**config.mk**
```make
export PLATFORM = sky130hd
export DESIGN_NAME = interrupt_vector_placement
export DESIGN_NICKNAME = d
export VERILOG_FILES = /design/src/vector_place_pkg.sv /design/src/interrupt_vector_placement.sv
export SDC_FILE = /design/constraint.sdc
export NUM_CORES = 1
export LEC_CHECK = 0
export BUFFER_PORTS_ARGS = -buffer_cell sky130_fd_sc_hd__clkbuf_2
export CAP_MARGIN = 20
export CELL_PAD_IN_SITES_DETAIL_PLACEMENT = 1
export CELL_PAD_IN_SITES_GLOBAL_PLACEMENT = 1
export CORE_MARGIN = 8
export CORE_UTILIZATION = 30
export CTS_BUF_LIST = sky130_fd_sc_hd__clkbuf_4
export DETAILED_ROUTE_END_ITERATION = 16
export GPL_TIMING_DRIVEN = 0
export PLACE_DENSITY_LB_ADDON = 0.1
export SKIP_CTS_REPAIR_TIMING = 1
export SLEW_MARGIN = 25
export SYNTH_ARGS = -nofsm -noshare
export SYNTH_HDL_FRONTEND = slang
export SYNTH_SLANG_ARGS = --single-unit
```
**constraint.sdc**
```tcl
create_clock -name i_clock -period 1.75 [get_ports i_clock]
set_clock_uncertainty 0.1 [all_clocks]
set_input_delay 0.35 -clock i_clock [delete_from_list [all_inputs] [get_ports i_clock]]
set_output_delay 0.35 -clock i_clock [all_outputs]
set_load 0.01 [all_outputs]
```
**src/vector_place_pkg.sv**
```systemverilog
// constants for reset and interrupt vector placement
package vector_place_pkg;

   // ****************************************
   // vector table geometry
   // ****************************************
   localparam int          ADDR_W            = 14;          // program word address width
   localparam int          NUM_IRQ           = 25;          // interrupt sources, vectors 2..26
   localparam int          NUM_VECTORS       = 26;          // reset plus interrupts
   localparam int          IRQ_IDX_W         = 5;
   localparam logic [13:0] RESET_ADDR        = 14'h0000;    // vector 1
   localparam logic [13:0] VECTOR_STRIDE     = 14'h0002;    // two words per vector
   localparam logic [13:0] TABLE_BASE_APP    = 14'h0002;    // first interrupt vector, application
   localparam logic [13:0] LAST_VECTOR_ADDR  = 14'h0032;    // store program ready
   localparam logic [13:0] BOOT_RESET_DEFAULT = 14'h3800;   // plain default boot start

   // ****************************************
   // source indices (index 0 is vector 2)
   // ****************************************
   localparam int IDX_EXTERNAL_REQUEST_ZERO   = 0;
   localparam int IDX_EXTERNAL_REQUEST_ONE    = 1;
   localparam int IDX_PIN_CHANGE_GROUP_ZERO   = 2;
   localparam int IDX_PIN_CHANGE_GROUP_ONE    = 3;
   localparam int IDX_PIN_CHANGE_GROUP_TWO    = 4;
   localparam int IDX_WATCHDOG_TIMEOUT        = 5;
   localparam int IDX_TIMER2_COMPARE_A        = 6;
   localparam int IDX_TIMER1_CAPTURE          = 9;
   localparam int IDX_TIMER0_COMPARE_A        = 13;
   localparam int IDX_SERIAL_TRANSFER_COMPLETE = 16;
   localparam int IDX_SERIAL_TX_DATA_EMPTY    = 18;
   localparam int IDX_CONVERTER_COMPLETE      = 20;
   localparam int IDX_EEPROM_READY            = 21;
   localparam int IDX_TWO_WIRE_SERIAL         = 23;
   localparam int IDX_STORE_PROGRAM_READY     = 24;

   // ****************************************
   // core control register fields and timing
   // ****************************************
   localparam int         VECTOR_SELECT_BIT        = 1;
   localparam int         VECTOR_CHANGE_ENABLE_BIT = 0;
   localparam logic       VECTOR_SELECT_RESET      = 1'b0;
   localparam logic       FUSE_UNPROGRAMMED        = 1'b1;
   localparam int         CHANGE_WINDOW_CYCLES     = 4;
   localparam logic [2:0] CHANGE_WINDOW_COUNT      = 3'(CHANGE_WINDOW_CYCLES);

endpackage

```
**src/interrupt_vector_placement.sv**
```systemverilog
// reset and interrupt vector address generation with vector table relocation
`timescale 1ns/1ns
module interrupt_vector_placement
   import vector_place_pkg::*;
#(
   parameter logic [13:0] BOOT_RESET_ADDR = BOOT_RESET_DEFAULT
) (
   input  wire logic                 i_clock,
   input  wire logic                 i_nrst,
   input  wire logic                 i_boot_reset_fuse,
   input  wire logic                 i_ctrl_write,
   input  wire logic [7:0]           i_ctrl_wdata,
   input  wire logic                 i_instr_done,
   input  wire logic [NUM_IRQ-1:0]   i_irq_pending,
   input  wire logic                 i_global_enable,
   input  wire logic                 i_irq_ack,
   output logic      [ADDR_W-1:0]    o_reset_addr,
   output logic      [ADDR_W-1:0]    o_table_start,
   output logic                      o_irq_request,
   output logic      [ADDR_W-1:0]    o_irq_vector_addr,
   output logic      [IRQ_IDX_W-1:0] o_irq_index,
   output logic                      o_vector_select,
   output logic                      o_vector_change_enable,
   output logic                      o_irq_blocked
);

   // ****************************************
   // source map, offsets relative to the table start
   // ****************************************
   // index  vector  offset  source
   // the offset below is what the table start is added to
   //  0      2      0x0000  external request zero
   //  1      3      0x0002  external request one
   //  2      4      0x0004  pin change group zero
   //  3      5      0x0006  pin change group one
   //  4      6      0x0008  pin change group two
   //  5      7      0x000A  watchdog timeout
   //  6      8      0x000C  timer2 compare a
   //  7      9      0x000E  timer2 compare b
   //  8     10      0x0010  timer2 overflow
   //  9     11      0x0012  timer1 capture
   // 10     12      0x0014  timer1 compare a
   // 11     13      0x0016  timer1 compare b
   // 12     14      0x0018  timer1 overflow
   // 13     15      0x001A  timer0 compare a
   // 14     16      0x001C  timer0 compare b
   // 15     17      0x001E  timer0 overflow
   // 16     18      0x0020  serial transfer complete
   // 17     19      0x0022  serial receive complete
   // 18     20      0x0024  serial tx data empty
   // 19     21      0x0026  serial transmit complete
   // 20     22      0x0028  converter complete
   // 21     23      0x002A  eeprom ready
   // 22     24      0x002C  analog comparator
   // 23     25      0x002E  two-wire serial
   // 24     26      0x0030  store program ready

   // ****************************************
   // change sequence timing
   // ****************************************
   // edge c0: write with the change enable bit set opens the window
   // edges c1..c3: change enable stands, interrupts are held off
   // edge c4: window closes by itself if no select write came
   // a select write inside the window updates the select bit at once
   // the table start follows one edge after the select bit
   // after a select write the hold lasts until the next retired instruction
   // the global interrupt flag is never touched by the hold
   // a new enable write restarts the window and takes over the hold
   // when a release and a new enable write meet, the hold stays on
   // a select write outside the window is dropped without trace
   // requests raised during the hold are kept pending by their sources
   // and are presented once the hold is gone, lowest index first
   // the reset address follows the fuse on every edge out of reset; reset itself loads 0x0000 whatever the fuse

   // ****************************************
   // state
   // ****************************************
   typedef struct packed {
      logic                 vector_select;
      logic                 change_enable;
      logic [2:0]           change_count;
      logic                 block;
      logic                 wait_instr;
      logic [ADDR_W-1:0]    reset_addr;
      logic [ADDR_W-1:0]    table_start;
      logic                 irq_request;
      logic [ADDR_W-1:0]    irq_addr;
      logic [IRQ_IDX_W-1:0] irq_index;
   } state_t;

   localparam state_t STATE_RESET = '{
      vector_select: VECTOR_SELECT_RESET,
      change_enable: 1'b0,
      change_count:  3'h0,
      block:         1'b0,
      wait_instr:    1'b0,
      reset_addr:    RESET_ADDR,
      table_start:   TABLE_BASE_APP,
      irq_request:   1'b0,
      irq_addr:      TABLE_BASE_APP,
      irq_index:     5'h00
   };

   state_t state;
   state_t next_state;

   logic                 found;
   logic [IRQ_IDX_W-1:0] win_index;
   logic                 wr_ce;
   logic                 wr_sel;

   // ****************************************
   // next state
   // ****************************************
   // lower index wins because the loop scans downward and the last hit stays
   always_comb begin
      next_state = state;
      found      = 1'b0;
      win_index  = 5'h00;
      wr_ce      = i_ctrl_write && i_ctrl_wdata[VECTOR_CHANGE_ENABLE_BIT];
      // a select write only counts inside the open change window
      wr_sel     = i_ctrl_write && !i_ctrl_wdata[VECTOR_CHANGE_ENABLE_BIT] && state.change_enable;

      // reset address from the fuse alone
      next_state.reset_addr = (i_boot_reset_fuse == FUSE_UNPROGRAMMED) ? RESET_ADDR
                                                                       : BOOT_RESET_ADDR;
      // table start from the select bit alone
      next_state.table_start = state.vector_select ? BOOT_RESET_ADDR + VECTOR_STRIDE
                                                   : TABLE_BASE_APP;

      // change enable window
      if (wr_sel) begin
         next_state.vector_select = i_ctrl_wdata[VECTOR_SELECT_BIT];
         next_state.change_enable = 1'b0;
         next_state.change_count  = 3'h0;
         next_state.wait_instr    = 1'b1;
      end else if (wr_ce) begin
         next_state.change_enable = 1'b1;
         next_state.change_count  = CHANGE_WINDOW_COUNT - 3'h1;
         next_state.block         = 1'b1;
         // the restarted window owns the hold from here on
         next_state.wait_instr    = 1'b0;
      end else if (state.change_enable) begin
         if (state.change_count == 3'h0) begin
            next_state.change_enable = 1'b0;
            next_state.block         = 1'b0;
         end else begin
            next_state.change_count = state.change_count - 3'h1;
         end
      end

      // hold the block through the instruction after the select write
      // an enable write in the same cycle wins over the release
      if (state.wait_instr && i_instr_done && !wr_ce) begin
         next_state.wait_instr = 1'b0;
         next_state.block      = 1'b0;
      end

      // priority pick over pending sources
      for (int k = NUM_IRQ - 1; k >= 0; k--) begin
         if (i_irq_pending[k]) begin
            found     = 1'b1;
            win_index = 5'(k);
         end
      end

      // vector address is slot offset on top of table start; no slot is held back
      if (state.irq_request && i_irq_ack) begin
         next_state.irq_request = 1'b0;
      end else begin
         next_state.irq_request = found && i_global_enable && !state.block && !wr_ce;
         next_state.irq_index   = win_index;
         next_state.irq_addr    = state.table_start + ADDR_W'({win_index, 1'b0});
      end
   end

   // ****************************************
   // registers
   // ****************************************
   always_ff @(posedge i_clock or negedge i_nrst) begin
      if (!i_nrst) begin
         state <= STATE_RESET;
      end else begin
         state <= next_state;
      end
   end

   // outputs straight from flip-flops
   assign o_reset_addr           = state.reset_addr;
   assign o_table_start          = state.table_start;
   assign o_irq_request          = state.irq_request;
   assign o_irq_vector_addr      = state.irq_addr;
   assign o_irq_index            = state.irq_index;
   assign o_vector_select        = state.vector_select;
   assign o_vector_change_enable = state.change_enable;
   assign o_irq_blocked          = state.block;

endmodule

```
---- After elaboration in Yosys (flattened, before gate mapping) ----
Cells that the tools add are included.
operators by class
  add/sub/neg operators ................... 2
  multipliers ............................. 0
  divide/modulo/power cells ............... 0
  order comparisons ....................... 0
  eq/ne operators ......................... 2
  shifts and indexed selects .............. 0
  muxes and demuxes ....................... 63
  bitwise gates (word level) .............. 0
  reduce and logical (&&, ||, !) cells .... 19
operator list
  kind                                                   number
  two-way mux 5 bit                                      27
  two-way mux 1 bit                                      31
  two-way mux 14 bit                                     2
  adder 14 x 6 -> 14 bit                                 1
  nonzero test 3 bit                                     4
  logical AND 1 bit                                      9
  two-way mux 4 bit                                      1
  logical NOT 1 bit                                      3
  logical NOT 3 bit                                      1
  two-way mux 3 bit                                      1
  inequality test 3 bit, second input constant           1
  AND reduction 3 bit                                    1
  subtractor 3 x 1 -> 3 bit, second input constant       1
  two-way mux 2 bit                                      1
  inequality test 2 x 1 -> 1 bit, second input constant  1
  AND reduction 2 bit                                    1
storage, ports and cells
  flip-flop bits (word level) ............. 55
  latch bits .............................. 0
  memory bits (writable) .................. 0
  memory bits (read-only) ................. 0
  bits of input ports ..................... 40
  output and inout port bits .............. 51
  logic and storage cells ................. 96
  memories kept ........................... 0

---- Longest topological paths before layout ----
  depth after elaboration ................. 29
  depth in mapped cells ................... 10
  mapped depth without buffers ............ 10

---- Least setup slack after synthesis ----
Ideal clock, no wire load.
  path type ............................... input to register
  from .................................... input port i_irq_pending[22]
  to ...................................... register state, in the netlist o_irq_vector_addr[5]
  library setup time ...................... 0.065 ns
  data arrival time ....................... 1.761 ns
  data required time ...................... 1.585 ns
  path slack .............................. -0.176 ns
  stages .................................. 8
  buffers on the path ..................... 0
  cells stage by stage .................... nand2b_1 > a2111oi_0 > o211ai_1 > a211oi_1 > ha_1 > nor4bb_1 > a21oi_1 > nand2_1
between the ends
  word-level cells in the longest chain between the ends .. 24
ends and longest elaborated chain
  what                             RTL line                           RTL
  start: declaration               interrupt_vector_placement.sv:14   input wire logic [NUM_IRQ-1:0] i_irq_pending,
  two-way mux 5 bit (23 in a row)  interrupt_vector_placement.sv:161  if (i_irq_pending[k]) begin
  via win_index[0]                 interrupt_vector_placement.sv:108  logic [IRQ_IDX_W-1:0] win_index;
  adder 14 x 6 -> 14 bit           interrupt_vector_placement.sv:173  next_state.irq_addr = state.table_start + ADDR_W'({win_index, 1'b0});
  end signal: assignment           interrupt_vector_placement.sv:184  state <= next_state;
  end: declaration                 interrupt_vector_placement.sv:104  state_t state;
The timed path passes the listed nets, and every way through them passes these cells.
A chain may end at the register's enable or synchronous reset.

---- Final worst setup path ----
Same ends and word-level chain as after synthesis.

==> impl_metrics.csv <==
group,metric,value,unit
yosys,number_of_storage_elements_in_the_synthesis_netlist,22,
floorplan,fp.dieW,89.0,microns
critical_path,cp_cell_sequence,"buf_6, nand2b_4, a2111oi_4, o211ai_1, a211oi_2, ha_2, nor4bb_4, a21oi_1, nand2_1",
min_path,min-delay-path-class,"input port to flip-flop",
timing,finalSetupViolations,2,
yosys,post_synthesis_instance_total,188,
timing,worst_slew_margin_rel,62.6,%
timing,post-route-period-util,103,%
drt,antenna_left,0,
yosys,synth_edf_count,0,
drt,detailedRoute.firstPassIterationCount,4,
timing,worst_pin_slew,0.561,ns
yosys,syn_area,1600,sq um
global_routing,grt_antenna_before_repair,0,
timing,report.final.hold_viol_count,0,
critical_path,critical_path_arrival,1.95,ns
floorplan,die_area,7920,sq um
timing,peak_freq,553,MHz
yosys,synth-async-reset-ratio,100,%
drt,via_per_inst,4.22,
critical_path,cp_slowest_stage_delay,0.35,ns
yosys,synthFlopType,"sky130_fd_sc_hd__dfrtp_1",
layout,area_growth_syn_to_layout,38.6,%
layout,fillerInstances,658,
placement,dp.final_hpwl,3780,microns
timing,postLayoutSetupSlackWorst,-0.0576,ns
critical_path,worst_setup_path_start_kind,"input port",
floorplan,die-height,89.0,microns
global_routing,grt_max_degree,23,
global_routing,overflow,0,
drt,drt_wl_total,4480,microns
placement,gp_routability_congestion,0.779,
global_routing,grt_most_used_layer,"met2",
global_routing,grt_use_met1,12.4,%
drt,route.vias.total,1460,
yosys,syn_warnings,0,
cts,worst_skew_pair.late_latency,0.30,ns
global_routing,grt_pass1_vias,1540,
timing,grt_setup_unrepaired,"yes",
cts,cts.sinks,22,
run_status,run_status,"finished, violations left",
critical_path,crit_buf_inv,1,
cts,tritoncts_clock_tree,"built",
layout,layout.nets,320,
cts,clock_path_buffers,2,
yosys,syn_area_per_cell,8.51,sq um
floorplan,fp.coreArea,5140,sq um
run_status,violations,"negative setup slack",
floorplan,io-pin-count,91,
layout,antenna-diode-count,0,
timing,period_needed,1.81,ns
power,tot_pwr,1.42,mW
layout,design_area,2220,sq um
global_routing,met2_layer_usage_reported_by_global_route,20.6,%
layout,share_of_final_layout_standard_cells_stronger_than_drive_strength_1,47.1,%
critical_path,worstSetupEndpointType,"flip-flop",
critical_path,worstPathRequired,1.90,ns
critical_path,cpMaxStageDelayCell,"sky130_fd_sc_hd__a2111oi_4",
cts,worst_path_clk_slew,0.12,ns
global_routing,met3_usage,3.40,%
floorplan,floorplan.rows,26,
floorplan,start_util,31.1,%
cts,clock-root-buffer,"sky130_fd_sc_hd__clkbuf_4",
yosys,post_synth_num_cell_types,45,
power,power_density,643,nW/um^2
critical_path,setup.worst_path.class,"input port to flip-flop",
power,max-vdd-ir-drop,0.000316,V
drt,remaining_drc_errors,0,
cts,cts_inserted_buffers,3,
timing,final_max_slew_viol_count,0,
timing,fin_hold_ws,0.0758,ns
placement,placedInstanceArea,2100,sq um
critical_path,maximum_fanout_along_the_worst_path,3,
cts,htree_levels,1,
critical_path,timing.critical_path.max_delay_family,"compound AO/OA/AOI/OAI gates",
global_routing,global_route.usage.total,11.1,%
placement,port_buffers,57,
run,maxCapViolations,0,
drt,routed_wire_length_per_instance,12.9,microns
yosys,synth_seq_area_share,34.5,%
global_routing,wire_length_of_the_first_global_routing_pass,7050,microns
power,total_leakage_power,1.17,nW
drt,drt_first_iter_violations,59,
## layout make-up
class / instances / area, sq um / share of cell area (%)
Timing Repair Buffer: 59 / 309 / 13.9
Clock inverter: 1 / 3.75 / 0.169
Sequential cell: 22 / 552 / 24.9
Inverter: 7 / 26.3 / 1.19
Buffer: 49 / 360 / 16.3
Multi-Input combinational cell: 135 / 855 / 38.6
Clock buffer: 3 / 22.5 / 1.02
Tap cell: 70 / 87.6 / 3.95
## stage by stage
stage | setup WS [ns] | util, % | setup TNS (ns) | instances
floorplan | -0.0800 | - | -0.144 | 213
global placement | -0.534 | 40.9 | -2.53 | 340
detailed placement | -0.543 | 40.9 | -2.50 | 340
CTS | -0.230 | 41.4 | -0.561 | 344
global route | -0.122 | 43.1 | -0.374 | 346
finish | -0.0576 | 43.1 | -0.0811 | 346
## layer usage
layer	up-vias	share of wire [%]
li1	755	-
met1	664	40
met2	39	53
met3	2	6.5
met4	0	0.29
met5	-	0
## synthesized netlist by cell type (2+ instances only)
master | number | area share (%)
sky130_fd_sc_hd__nand3b_1 | 4 | 1.9
sky130_fd_sc_hd__nor3_1 | 7 | 2.2
sky130_fd_sc_hd__o21a_1 | 2 | 0.94
sky130_fd_sc_hd__nor2b_1 | 3 | 1.2
sky130_fd_sc_hd__o211ai_1 | 2 | 0.94
sky130_fd_sc_hd__nand3_1 | 3 | 0.94
sky130_fd_sc_hd__nand2b_1 | 2 | 0.78
sky130_fd_sc_hd__and2_1 | 2 | 0.78
sky130_fd_sc_hd__ha_1 | 3 | 2.3
sky130_fd_sc_hd__nand2_1 | 25 | 5.9
sky130_fd_sc_hd__clkbuf_1 | 2 | 0.47
sky130_fd_sc_hd__a21oi_1 | 7 | 2.2
sky130_fd_sc_hd__inv_1 | 7 | 1.6
sky130_fd_sc_hd__nor4_1 | 5 | 2.0
sky130_fd_sc_hd__buf_4 | 47 | 22
sky130_fd_sc_hd__conb_1 | 2 | 0.47
sky130_fd_sc_hd__dfrtp_1 | 21 | 33
sky130_fd_sc_hd__o21ai_0 | 6 | 1.9
sky130_fd_sc_hd__nor2_1 | 11 | 2.6
sky130_fd_sc_hd__or4_4 | 2 | 1.4
## cell families (layout without fill, tap and decap cells)
group,Yosys count,after routing,synth area share (%)
compound gates,31,31,13.4
xor+xnor,1,1,0.548
fa+ha+maj,3,3,2.35
buf+inv,56,119,24.2
flops,22,22,34.5
mux,2,2,1.33
other cells,2,27,0.470
simple gates,71,71,23.2
## worst paths after layout
check / startpoint / end / slack [ns] / depth (start not counted)
max in group asynchronous: i_nrst / o_irq_vector_addr[1] / 0.72 / 2
hold / removal: i_boot_reset_fuse / o_reset_addr[12] / 0.08 / 2
setup reg to reg: o_irq_request / o_irq_index[2] / 0.14 / 4
min in group asynchronous: i_nrst / o_irq_index[3] / 0.46 / 2
setup / recovery: i_irq_pending[22] / o_irq_vector_addr[5] / -0.06 / 9
hold reg to reg: o_vector_select / o_table_start[12] / 0.33 / 0
## worst register-to-register path: cells and delay by family (launching register included)
| family | cells | cell delay [ns] |
|---|---|---|
| DFF | 1 | 0.40 |
| and+or+nand+nor | 1 | 0.13 |
| AOI/OAI and AO/OA | 1 | 0.16 |
| buffers and inverters | 2 | 0.71 |
## sequential cells by signal (all words and copies together), names as in the netlist
| name | cells |
|---|---|
| o_irq_index | 5 |
| o_vector_select | 1 |
| o_table_start | 1 |
| o_irq_vector_addr | 7 |
| o_irq_blocked | 1 |
| o_reset_addr | 1 |
| o_vector_change_enable | 1 |
| state | 4 |
| o_irq_request | 1 |
## layout by cell type (no fill, tap or decap), types with 2 or more instances in the layout
cell type / count
sky130_fd_sc_hd__nor3_2: 2
sky130_fd_sc_hd__and2_1: 2
sky130_fd_sc_hd__nor3_1: 5
sky130_fd_sc_hd__or4_4: 3
sky130_fd_sc_hd__nand2_1: 23
sky130_fd_sc_hd__o21ai_0: 5
sky130_fd_sc_hd__nor4_2: 2
sky130_fd_sc_hd__dfrtp_1: 21
sky130_fd_sc_hd__nor2b_1: 3
sky130_fd_sc_hd__buf_4: 48
sky130_fd_sc_hd__a21oi_1: 6
sky130_fd_sc_hd__o211ai_1: 2
sky130_fd_sc_hd__ha_1: 2
sky130_fd_sc_hd__nand3b_1: 4
sky130_fd_sc_hd__inv_1: 7
sky130_fd_sc_hd__o21a_1: 2
sky130_fd_sc_hd__conb_1: 27
sky130_fd_sc_hd__clkbuf_4: 3
sky130_fd_sc_hd__clkbuf_2: 56
sky130_fd_sc_hd__clkbuf_1: 2
sky130_fd_sc_hd__nand3_1: 3
sky130_fd_sc_hd__nand2_2: 2
sky130_fd_sc_hd__nor4_1: 3
sky130_fd_sc_hd__nor2_1: 10
## report_power, final
group	switching (mW)	leakage (nW)	internal, mW
Combinational	0.279	0.871	0.281
Clock	0.146	0.0154	0.0830
Sequential	0.0595	0.280	0.576
Total	0.484	1.17	0.940
No activity file was read; power rests on OpenSTA's default activity.
